<file path="src/pkg/rmpc_regs.vh">
// constants for the reset manager and regulator control block
// assumes a single 100 MHz clock domain; included by bare name
`ifndef RMPC_REGS_VH
`define RMPC_REGS_VH

// reset release stretch, in input clock and halved clock cycles
`define RMPC_RELEASE_CLK_CYCLES   12'd2048
`define RMPC_RELEASE_HALF_CYCLES  4'd8

// cause flag field positions in the clock flag register image
`define RMPC_CAUSE_SW_BIT         0
`define RMPC_CAUSE_WDG_BIT        1
`define RMPC_CAUSE_WAKE_BIT       2
`define RMPC_CAUSE_RTC_BIT        3
`define RMPC_CAUSE_WIDTH          4

// reset values
`define RMPC_CAUSE_RESET          4'h0
`define RMPC_HALVE_SEL_RESET      1'b1
`define RMPC_RESET_VECTOR_ADDR    32'h00000000

// regulator settle time, in cycles of the 10 ns clock
`define RMPC_SETTLE_NS            1000
`define RMPC_CLK_PERIOD_NS        10
`define RMPC_SETTLE_CYCLES  ((`RMPC_SETTLE_NS + `RMPC_CLK_PERIOD_NS - 1) / `RMPC_CLK_PERIOD_NS)

`endif

</file>
<file path="src/core/rmpc_release_cnt.v">
// reset release counter: holds reset for a fixed count after all sources go
// away; assumes sources are already synchronous to clk
`timescale 1ns/1ps
`include "rmpc_regs.vh"

module rmpc_release_cnt #(
    parameter CLK_CYCLES  = 2048,
    parameter HALF_CYCLES = 8
)(
    // clock and reset
    input  wire        clk,
    input  wire        rst_n,
    // control
    input  wire        src_active,
    input  wire        halve_sel,
    // status
    output reg         in_reset_q
);

    localparam CW = 14;
    // worst case total: clock cycles plus two clocks per halved cycle
    localparam integer  TOTAL_DIV_I = CLK_CYCLES + 2 * HALF_CYCLES;
    localparam integer  TOTAL_ONE_I = CLK_CYCLES + HALF_CYCLES;
    // counter is sized for the documented count; cut the sums on purpose
    localparam [CW-1:0] TOTAL_DIV = TOTAL_DIV_I[CW-1:0];
    localparam [CW-1:0] TOTAL_ONE = TOTAL_ONE_I[CW-1:0];

    reg [CW-1:0] cnt_q;
    wire [CW-1:0] target = halve_sel ? TOTAL_DIV : TOTAL_ONE;

    // restart from zero whenever any source comes back mid-count
    always @(posedge clk or negedge rst_n)
    begin
        if (!rst_n)
        begin
            cnt_q      <= {CW{1'b0}};
            in_reset_q <= 1'b1;
        end
        else if (src_active)
        begin
            cnt_q      <= {CW{1'b0}};
            in_reset_q <= 1'b1;
        end
        else if (in_reset_q)
        begin
            if (cnt_q == target - 14'h0001)
                in_reset_q <= 1'b0;
            cnt_q <= cnt_q + 14'h0001;
        end
    end

endmodule // rmpc_release_cnt

</file>
<file path="src/core/rmpc_reset_power.v">
// reset manager and regulator control: merges reset sources, records the
// cause, stretches release, sequences main regulator and pll gating
// assumes all inputs except ext_reset_pin_n are synchronous to clk
`timescale 1ns/1ps
`include "rmpc_regs.vh"

// What this block does
// - low external pin puts device in reset
// - software trigger resets only when both enabled
// - held in reset while supply detector low
// - watchdog expiry without code causes reset
// - wake pin in standby causes reset
// - rtc alarm in standby causes reset
// - flag records source of last reset
// - pin or low-voltage reset clears all flags
// - external pin overrides all, loads defaults
// - pin reset acts asynchronously, no clock
// - release after 2048 clk plus 8 halved
// - program counter loads vector at zero
// - main regulator off in standby
// - optional main regulator off in stop/wait
// - bypass bit turns regulator off, pll disabled
// - stable flag only after regulator settles
// - main regulator off forces pll off
// - standby isolates core from backup domain
// - software may bypass low-power regulator
// - halved clock is clk/2 when select set
module rmpc_reset_power #(
    parameter CLK_CYCLES    = 2048,
    parameter HALF_CYCLES   = 8,
    parameter SETTLE_CYCLES = `RMPC_SETTLE_CYCLES
)(
    // clock and reset
    input  wire        clk,
    input  wire        rst_n,
    input  wire        ext_reset_pin_n,
    // reset sources
    input  wire        sw_reset_trigger,
    input  wire        sw_reset_enable,
    input  wire        halt_enable,
    input  wire        main_lvd_low,
    input  wire        backup_lvd_low,
    input  wire        wdg_mode_en,
    input  wire        wdg_expired,
    input  wire        wake_pin,
    input  wire        rtc_alarm,
    // mode and power control
    input  wire        standby_mode,
    input  wire        stop_mode,
    input  wire        low_power_wait_mode,
    input  wire        main_reg_off_in_lowpower,
    input  wire        main_reg_bypass,
    input  wire        lp_reg_bypass_req,
    input  wire        main_reg_ready,
    input  wire        input_halve_select,
    input  wire        pll_enable_req,
    // reset outputs
    output reg         sys_reset_n_q,
    output reg         io_reset_cfg_q,
    output reg         pc_load_q,
    output reg  [31:0] pc_vector_addr_q,
    output reg  [3:0]  reset_cause_q,
    // power outputs
    output reg         main_regulator_en_q,
    output reg         main_reg_stable_q,
    output reg         pll_enable_q,
    output reg         lp_reg_en_q,
    output reg         domain_connect_q,
    output reg         halved_input_clock_q
);

    // combined reset for the merged core: pin acts without the clock
    wire arst_n = rst_n & ext_reset_pin_n;

    // software reset needs both enables set in the same cycle as the trigger
    wire sw_src  = sw_reset_trigger & sw_reset_enable & halt_enable;
    wire lvd_src = main_lvd_low | backup_lvd_low;
    wire wdg_src = wdg_mode_en & wdg_expired;
    wire wake_src = standby_mode & wake_pin;
    wire rtc_src  = standby_mode & rtc_alarm;
    wire any_src  = sw_src | lvd_src | wdg_src | wake_src | rtc_src;

    wire in_reset;

    // release stretch; a sync source reasserting restarts the count
    rmpc_release_cnt #(
        .CLK_CYCLES  (CLK_CYCLES),
        .HALF_CYCLES (HALF_CYCLES)
    ) u_release (
        .clk        (clk),
        .rst_n      (arst_n),
        .src_active (any_src),
        .halve_sel  (input_halve_select),
        .in_reset_q (in_reset)
    );

    // cause flags are replaced, not cleared, by internal resets; only rst_n, pin or lvd clears them
    always @(posedge clk or negedge arst_n)
    begin
        if (!arst_n)
            reset_cause_q <= `RMPC_CAUSE_RESET;
        else if (lvd_src)
            reset_cause_q <= `RMPC_CAUSE_RESET;
        else if (any_src & ~in_reset)
        begin
            // new reset event: record only its own source
            reset_cause_q <= {rtc_src, wake_src, wdg_src, sw_src};
        end
        else if (any_src)
        begin
            // further sources during a reset also record, set wins
            reset_cause_q <= reset_cause_q |
                             {rtc_src, wake_src, wdg_src, sw_src};
        end
    end

    // system reset outputs and reset-vector load pulse
    always @(posedge clk or negedge arst_n)
    begin
        if (!arst_n)
        begin
            sys_reset_n_q    <= 1'b0;
            io_reset_cfg_q   <= 1'b1;
            pc_load_q        <= 1'b0;
            pc_vector_addr_q <= `RMPC_RESET_VECTOR_ADDR;
        end
        else
        begin
            sys_reset_n_q    <= ~in_reset;
            io_reset_cfg_q   <= in_reset;
            // one pulse on the cycle reset lifts
            pc_load_q        <= in_reset & ~sys_reset_n_q ? 1'b0 :
                                (~in_reset & ~sys_reset_n_q);
            pc_vector_addr_q <= `RMPC_RESET_VECTOR_ADDR;
        end
    end

    // main regulator request: off in standby, bypass, or lowpower option
    wire reg_off = standby_mode
                 | main_reg_bypass
                 | (main_reg_off_in_lowpower
                    & (stop_mode | low_power_wait_mode));

    // settle counter; the ready input alone is not trusted
    localparam SW = 16;
    localparam integer  SETTLE_I = SETTLE_CYCLES;
    localparam [SW-1:0] SETTLE = SETTLE_I[SW-1:0];
    reg [SW-1:0] settle_q;

    always @(posedge clk or negedge arst_n)
    begin
        if (!arst_n)
        begin
            main_regulator_en_q <= 1'b1;
            settle_q            <= {SW{1'b0}};
            main_reg_stable_q   <= 1'b0;
        end
        else
        begin
            main_regulator_en_q <= ~reg_off;
            if (reg_off | ~main_reg_ready)
            begin
                settle_q          <= {SW{1'b0}};
                main_reg_stable_q <= 1'b0;
            end
            else if (settle_q != SETTLE)
                settle_q <= settle_q + 16'h0001;
            else
                main_reg_stable_q <= 1'b1;
        end
    end

    // pll forced off whenever main regulator is off
    always @(posedge clk or negedge arst_n)
    begin
        if (!arst_n)
            pll_enable_q <= 1'b0;
        else
            pll_enable_q <= pll_enable_req & ~reg_off;
    end

    // domain isolation and low-power regulator bypass
    always @(posedge clk or negedge arst_n)
    begin
        if (!arst_n)
        begin
            domain_connect_q <= 1'b1;
            lp_reg_en_q      <= 1'b1;
        end
        else
        begin
            domain_connect_q <= ~standby_mode;
            lp_reg_en_q      <= ~lp_reg_bypass_req;
        end
    end

    // halved clock: toggles when select set, held high otherwise
    // as a flop output it can only mark clk/2; undivided mode reads high
    always @(posedge clk or negedge arst_n)
    begin
        if (!arst_n)
            halved_input_clock_q <= 1'b0;
        else if (input_halve_select)
            halved_input_clock_q <= ~halved_input_clock_q;
        else
            halved_input_clock_q <= 1'b1;
    end

endmodule // rmpc_reset_power

</file>
<file path="config.mk">
export PLATFORM = sky130hd
export DESIGN_NAME = rmpc_reset_power
export DESIGN_NICKNAME = d
export VERILOG_FILES = /design/src/core/rmpc_release_cnt.v /design/src/core/rmpc_reset_power.v
export VERILOG_INCLUDE_DIRS = /design/src /design/src/pkg
export SDC_FILE = /design/constraint.sdc
export NUM_CORES = 1
export LEC_CHECK = 0
export BUFFER_PORTS_ARGS = -buffer_cell sky130_fd_sc_hd__buf_2
export CORE_MARGIN = 5
export CORE_UTILIZATION = 56
export CTS_BUF_LIST = sky130_fd_sc_hd__clkbuf_8
export DETAILED_ROUTE_END_ITERATION = 10
export HOLD_SLACK_MARGIN = 0.02
export PLACE_DENSITY = 0.87
export SYNTH_ARGS = -nofsm -noshare
export SYNTH_HDL_FRONTEND = slang
export SYNTH_HIERARCHICAL = 1
export SYNTH_SLANG_ARGS = --single-unit
</file>
<file path="constraint.sdc">
create_clock -name clk -period 4.9 [get_ports clk]
set_clock_uncertainty 0.15 [all_clocks]
set_input_delay 0.245 -clock clk [delete_from_list [all_inputs] [get_ports clk]]
set_output_delay 0.245 -clock clk [all_outputs]
set_load 0.02 [all_outputs]
</file>
# Yosys cells after proc, flatten, opt, wreduce, memory -nomap -nowiden
# Index checks and enable logic that the tools add are counted.
[totals]
input_bits = 21
ff_bits = 44
word_cells = 65
[classes]
n_mux = 15
n_eq_ne = 3
reduce_logical = 3
addsub = 3
bitwise = 28
[op_table]
columns = ["operator", "n"]
rows = [
  ["$mux W16", 2],
  ["$mux W14", 2],
  ["$add A16 B1 Y16 const B", 1],
  ["$ne A16 B7 Y1 const B", 1],
  ["$add A14 B1 Y14 const B", 1],
  ["$eq A14 B14 Y1", 1],
  ["$sub A14 B1 Y14 const B", 1],
  ["$mux W4", 3],
  ["$and A1 B1 Y1", 11],
  ["$or A1 B1 Y1", 9],
  ["$mux W1", 7],
  ["$not A1 Y1", 7],
  ["$mux W5", 1],
  ["$or A4 B4 Y4", 1],
  ["$reduce_bool A2 Y1", 2],
  ["$reduce_bool A3 Y1", 1],
  ["$ne A2 B2 Y1 const B", 1],
]

# Logic depth before layout (Yosys ltp)
[logic_depth]
ltp_word = 9
mapped_depth = 7
ltp_nobuf = 6

# By module
# Netlist, hierarchy kept.
[modules_own_cells]
columns = ["mod", "n_inst", "cells_per_inst", "seq_area_each_um2", "area_each_um2"]
rows = [
  ["rmpc_reset_power", 1, 161, 730.7, 1557.7],
  ["rmpc_release_cnt", 1, 80, 376.6, 827.0],
]

# Worst setup path after synthesis
# No wires, ideal clock.
[synth_path]
path_kind = "reg-to-reg"
start = "register u_release.in_reset_q"
end = "register u_release.cnt_q[13]"
synth_period_minus_slack_ns = 1.828
t_required_ns = 4.622
arrival_time_ns = 1.551
n_path_buf = 2
path_slack_ns = 3.072
setup_time_ns = 0.128
stages_incl_launch_ff = 6
cell_sequence = "dfstp_2 > buf_2 > o211ai_4 > buf_6 > nor4_2 > mux2_1"
[synth_via]
elab_chain_cells = 1
[synth_rtl]
columns = ["item", "line", "source"]
rows = [
  ["start: declaration", "rmpc_release_cnt.v:17", "output reg in_reset_q"],
  ["start signal: assignment", "rmpc_release_cnt.v:37", "in_reset_q <= 1'b1;"],
  ["start signal: assignment", "rmpc_release_cnt.v:42", "in_reset_q <= 1'b1;"],
  ["start signal: assignment", "rmpc_release_cnt.v:47", "in_reset_q <= 1'b0;"],
  ["$reduce_bool A2 Y1 (no line)", "-", ""],
  ["end signal: assignment", "rmpc_release_cnt.v:36", "cnt_q <= {CW{1'b0}};"],
  ["end signal: assignment", "rmpc_release_cnt.v:41", "cnt_q <= {CW{1'b0}};"],
  ["end signal: assignment", "rmpc_release_cnt.v:48", "cnt_q <= cnt_q + 14'h0001;"],
  ["end: declaration", "rmpc_release_cnt.v:28", "reg [CW-1:0] cnt_q;"],
]
# No other way between the ends.
# A chain may end at the register's enable or synchronous reset.

# Worst setup path in the final report
[layout_path]
start = "input port standby_mode"
end = "register u_release.cnt_q[10]"
[layout_via]
elab_chain_cells = 4
word_cells_on_any_way = 6
cone_classes = "1 x mux; 4 x bitwise; 1 x reduce/logical"
[layout_rtl]
columns = ["item", "line", "source"]
rows = [
  ["start: declaration", "rmpc_reset_power.v:48", "input wire standby_mode,"],
  ["$and A1 B1 Y1", "rmpc_reset_power.v:79", "wire wake_src = standby_mode & wake_pin;"],
  ["$or A1 B1 Y1", "rmpc_reset_power.v:81", "wire any_src = sw_src | lvd_src | wdg_src | wake_src | rtc_src;"],
  ["$or A1 B1 Y1 (*)", "rmpc_reset_power.v:81", ""],
  ["named net any_src", "rmpc_reset_power.v:81", ""],
  ["$mux W14 or $reduce_bool A2 Y1 (tied branches)", "-", ""],
]
# The timed path passes the listed nets; every way through them passes the cells marked *.

==> flow_summary.json <==
{
  "status": "finished clean",
  "criticalPathCategory": "input pin to flop",
  "ys_ff_latch": 44,
  "grt_pass1_vias": 1651,
  "min_path_type": "input pin to flop",
  "hold_violations": 0,
  "ys_types": 44,
  "grt-ovfl-total": 0,
  "regMostFlops": "settle_q",
  "coreArea_sq_mm": 0.004058,
  "holdWs_ns": 0.03813,
  "drc_errors": 0,
  "via_count": 1742,
  "die_h_microns": 75.26,
  "reg2regPathDepth": 4,
  "die_area_sq_mm": 0.005663,
  "crit_path_cell_trace": "dlygate4sd3_1 > buf_2 > o21ai_0 > nand4_1 > o211ai_4 > nor4_1 > mux2_1",
  "cp_slowest_cell": "nand4_1",
  "dpl_worst_slack_ns": 2.280,
  "avgSynthCellArea_sq_um": 9.895,
  "worstPathArrival_ns": 2.79,
  "worst_pin_slew_ns": 0.9799,
  "fin_cells": 327,
  "drt-initial-drc-count": 82,
  "drive_gt1_share_pct": 19.13,
  "cts_root_buffer": "clkbuf_8",
  "cap_violations": 0,
  "slowest_delay_ns": 0.69,
  "largestRegisters": "settle_q (16), u_release/cnt_q (14), reset_cause_q (4)",
  "diodes": 0,
  "die_w_microns": 75.26,
  "drt_wl_total_mm": 4.343,
  "crit_fanout": 20,
  "finalSetupViolations": 0,
  "antenna_found_initial": 0,
  "hpwl_mm": 3.120,
  "gp_congestion": 0.8377,
  "grt_use_total_pct": 16.80,
  "whs_path_depth": 2,
  "max_freq_mhz": 363.0,
  "syn_to_final_growth_pct": 8.604,
  "cts_setup_buffers": 0,
  "initial_utilization_pct": 58.77,
  "fillers": 332,
  "utilization_pct": 63.83,
  "drv_slew": 0,
  "endpoint_kind": "flop",
  "syn_inst": 241,
  "vias_per_cell": 5.327,
  "largest_reg_flops": 16,
  "grt_pass1_wl_mm": 7.320,
  "total_leakage_power_nw": 1.155,
  "cts.clk_slew.worst_paths_ns": 0.08,
  "rsz0062_at_grt": "no",
  "synth_seq_area_share_pct": 46.43,
  "worst_ep_required_time_ns": 4.93,
  "tns_ns": 0,
  "setup_ws_ns": 2.145,
  "pin_count": 66,
  "cts-resized-gates": 0,
  "cts.sinks": 44,
  "htreeDepth": 2,
  "clk_latency_ns": 0.29,
  "portBuffers": 33,
  "dp.cells": 316,
  "num_rows": 23,
  "crit_path_start_kind": "input pin",
  "min_period_over_period_pct": 56.23,
  "grt_max_degree": 45,
  "relSlewSlack_pct": 34.67,
  "post-route-min-period_ns": 2.755,
  "layout.nets": 300,
  "ctsHoldBuffers": 3,
  "vdd_drop_max_mv": 0.2046,
  "power.density_mw_per_mm2": 270.2,
  "cts_buffer_depth": 2,
  "yosys_warnings": 6,
  "drtPass1Iterations": 4,
  "numCtsBuffers": 5,
  "synth.cell_area_sq_mm": 0.002385,
  "antenna_left": 0,
  "cts_tree": "built",
  "wl_per_cell_microns": 13.28
}
report_power, final:
| part | switching [mW] | total, mW | internal [mW] |
|---|---|---|---|
| clock network | 0.121 | 0.271 | 0.149 |
| logic | 0.0453 | 0.0594 | 0.0141 |
| registers | 0.00207 | 0.370 | 0.368 |
| total | 0.169 | 0.700 | 0.531 |
cells in the mapped netlist, drive strengths merged:
master | number | share of area [%]
nand2 | 13 | 2.0
or3 | 8 | 2.3
nor3 | 4 | 0.84
inv | 9 | 1.4
and3 | 1 | 0.26
and4 | 2 | 0.73
nand4b | 1 | 0.37
nor4b | 2 | 0.73
xnor2 | 10 | 3.7
ha | 3 | 1.6
nor2 | 24 | 3.8
a21o | 1 | 0.31
o31ai | 4 | 1.3
dfstp | 5 | 5.5
o32a | 1 | 0.42
nor4 | 9 | 2.9
mux2i | 2 | 0.84
nand4 | 6 | 2.1
o211ai | 1 | 0.89
o21ai | 9 | 1.9
a21oi | 11 | 2.3
a31oi | 1 | 0.26
dfrtp | 39 | 41
conb | 1 | 0.16
nor3b | 1 | 0.31
nand3 | 10 | 2.1
buf | 36 | 11
or4 | 5 | 1.6
and2 | 2 | 0.52
clkbuf | 3 | 0.52
mux2 | 4 | 1.9
nor4bb | 1 | 0.42
xor2 | 4 | 1.5
nand2b | 1 | 0.26
a32o | 3 | 1.3
nor2b | 4 | 1.0
cell type report:
class | instances | area, sq um | area share [%]
Timing Repair Buffer | 36 | 195.2 | 7.536
Clock buffer | 5 | 68.82 | 2.657
Inverter | 9 | 33.78 | 1.304
Sequential cell | 44 | 1107 | 42.75
Tap cell | 50 | 62.56 | 2.415
Clock inverter | 3 | 38.79 | 1.498
Multi-Input combinational cell | 180 | 1084 | 41.84
logic make-up after synthesis:
kind of cell,after synthesis,share of synthesized area (%)
and+or+nand+nor,94,22.30
buffers and inverters,48,13.06
DFF,44,46.43
AOI/OAI and AO/OA,31,8.605
xor gates and xnor gates,14,5.141
muxes,6,2.728
adders and majority gates,3,1.574
other,1,0.1572
stage by stage:
| step | power [mW] | area [sq um] |
|---|---|---|
| 2_1_floorplan | 0.4379 | 2501 |
| 3_3_place_gp | 0.4333 | 2452 |
| 3_5_place_dp | 0.4344 | 2452 |
| 4_1_cts | 0.7083 | 2590 |
| 5_1_grt | 0.7299 | 2590 |
| 6_report | 0.6998 | 2590 |
final timing paths:
kind                       slack [ns]                     from                              end
min in group asynchronous        0.08          ext_reset_pin_n          sys_reset_n_q$_DFF_PN0_
max                              2.14             standby_mode  u_release/cnt_q[10]$_DFFE_PN0P_
max in group asynchronous        3.92                    rst_n   u_release/cnt_q[6]$_DFFE_PN0P_
min reg2reg                      0.27  sys_reset_n_q$_DFF_PN0_              pc_load_q$_DFF_PN0_
max reg2reg                      2.89  settle_q[2]$_DFFE_PN0P_         settle_q[15]$_DFFE_PN0P_
min                              0.04           pll_enable_req           pll_enable_q$_DFF_PN0_
worst max-delay path, delay by kind of cell:
| family | cells | cell delay [ns] |
|---|---|---|
| buffers and inverters | 2 | 0.68 |
| AOI/OAI and AO/OA | 2 | 0.74 |
| and+or+nand+nor | 2 | 0.80 |
| muxes | 1 | 0.32 |
placed cells by master, fill, tap and decap left out, types with 2 or more instances in the layout:
cell type,Yosys,routed
a32o_1,3,3
and4_1,2,2
dfrtp_1,39,39
or3_1,7,7
nor4_2,2,2
or4_1,5,5
ha_1,3,3
nor2_1,24,24
nor4b_1,2,2
nand4_1,4,4
nand4_2,2,2
buf_2,2,33
nand3_1,10,10
nand2_1,13,13
mux2_1,3,3
conb_1,1,32
o31ai_1,4,4
xor2_1,4,4
a21oi_1,11,11
mux2i_1,2,2
nor3_1,4,4
nor2b_1,4,4
clkbuf_8,0,5
dfstp_2,5,5
xnor2_1,10,10
inv_1,9,10
o21ai_0,9,9
nor4_1,7,7
dlygate4sd3_1,0,3
layer usage:
metal | global-route usage [%] | share of wire, % | vias to the layer above
met5 | 0 | 0 | -
met1 | 19.91 | 40 | 844
met2 | 30.37 | 54 | 45
met4 | 5.825 | 1.0 | 0
li1 | - | - | 848
met3 | 3.204 | 4.9 | 5
Power figures use the tool's default switching activity.
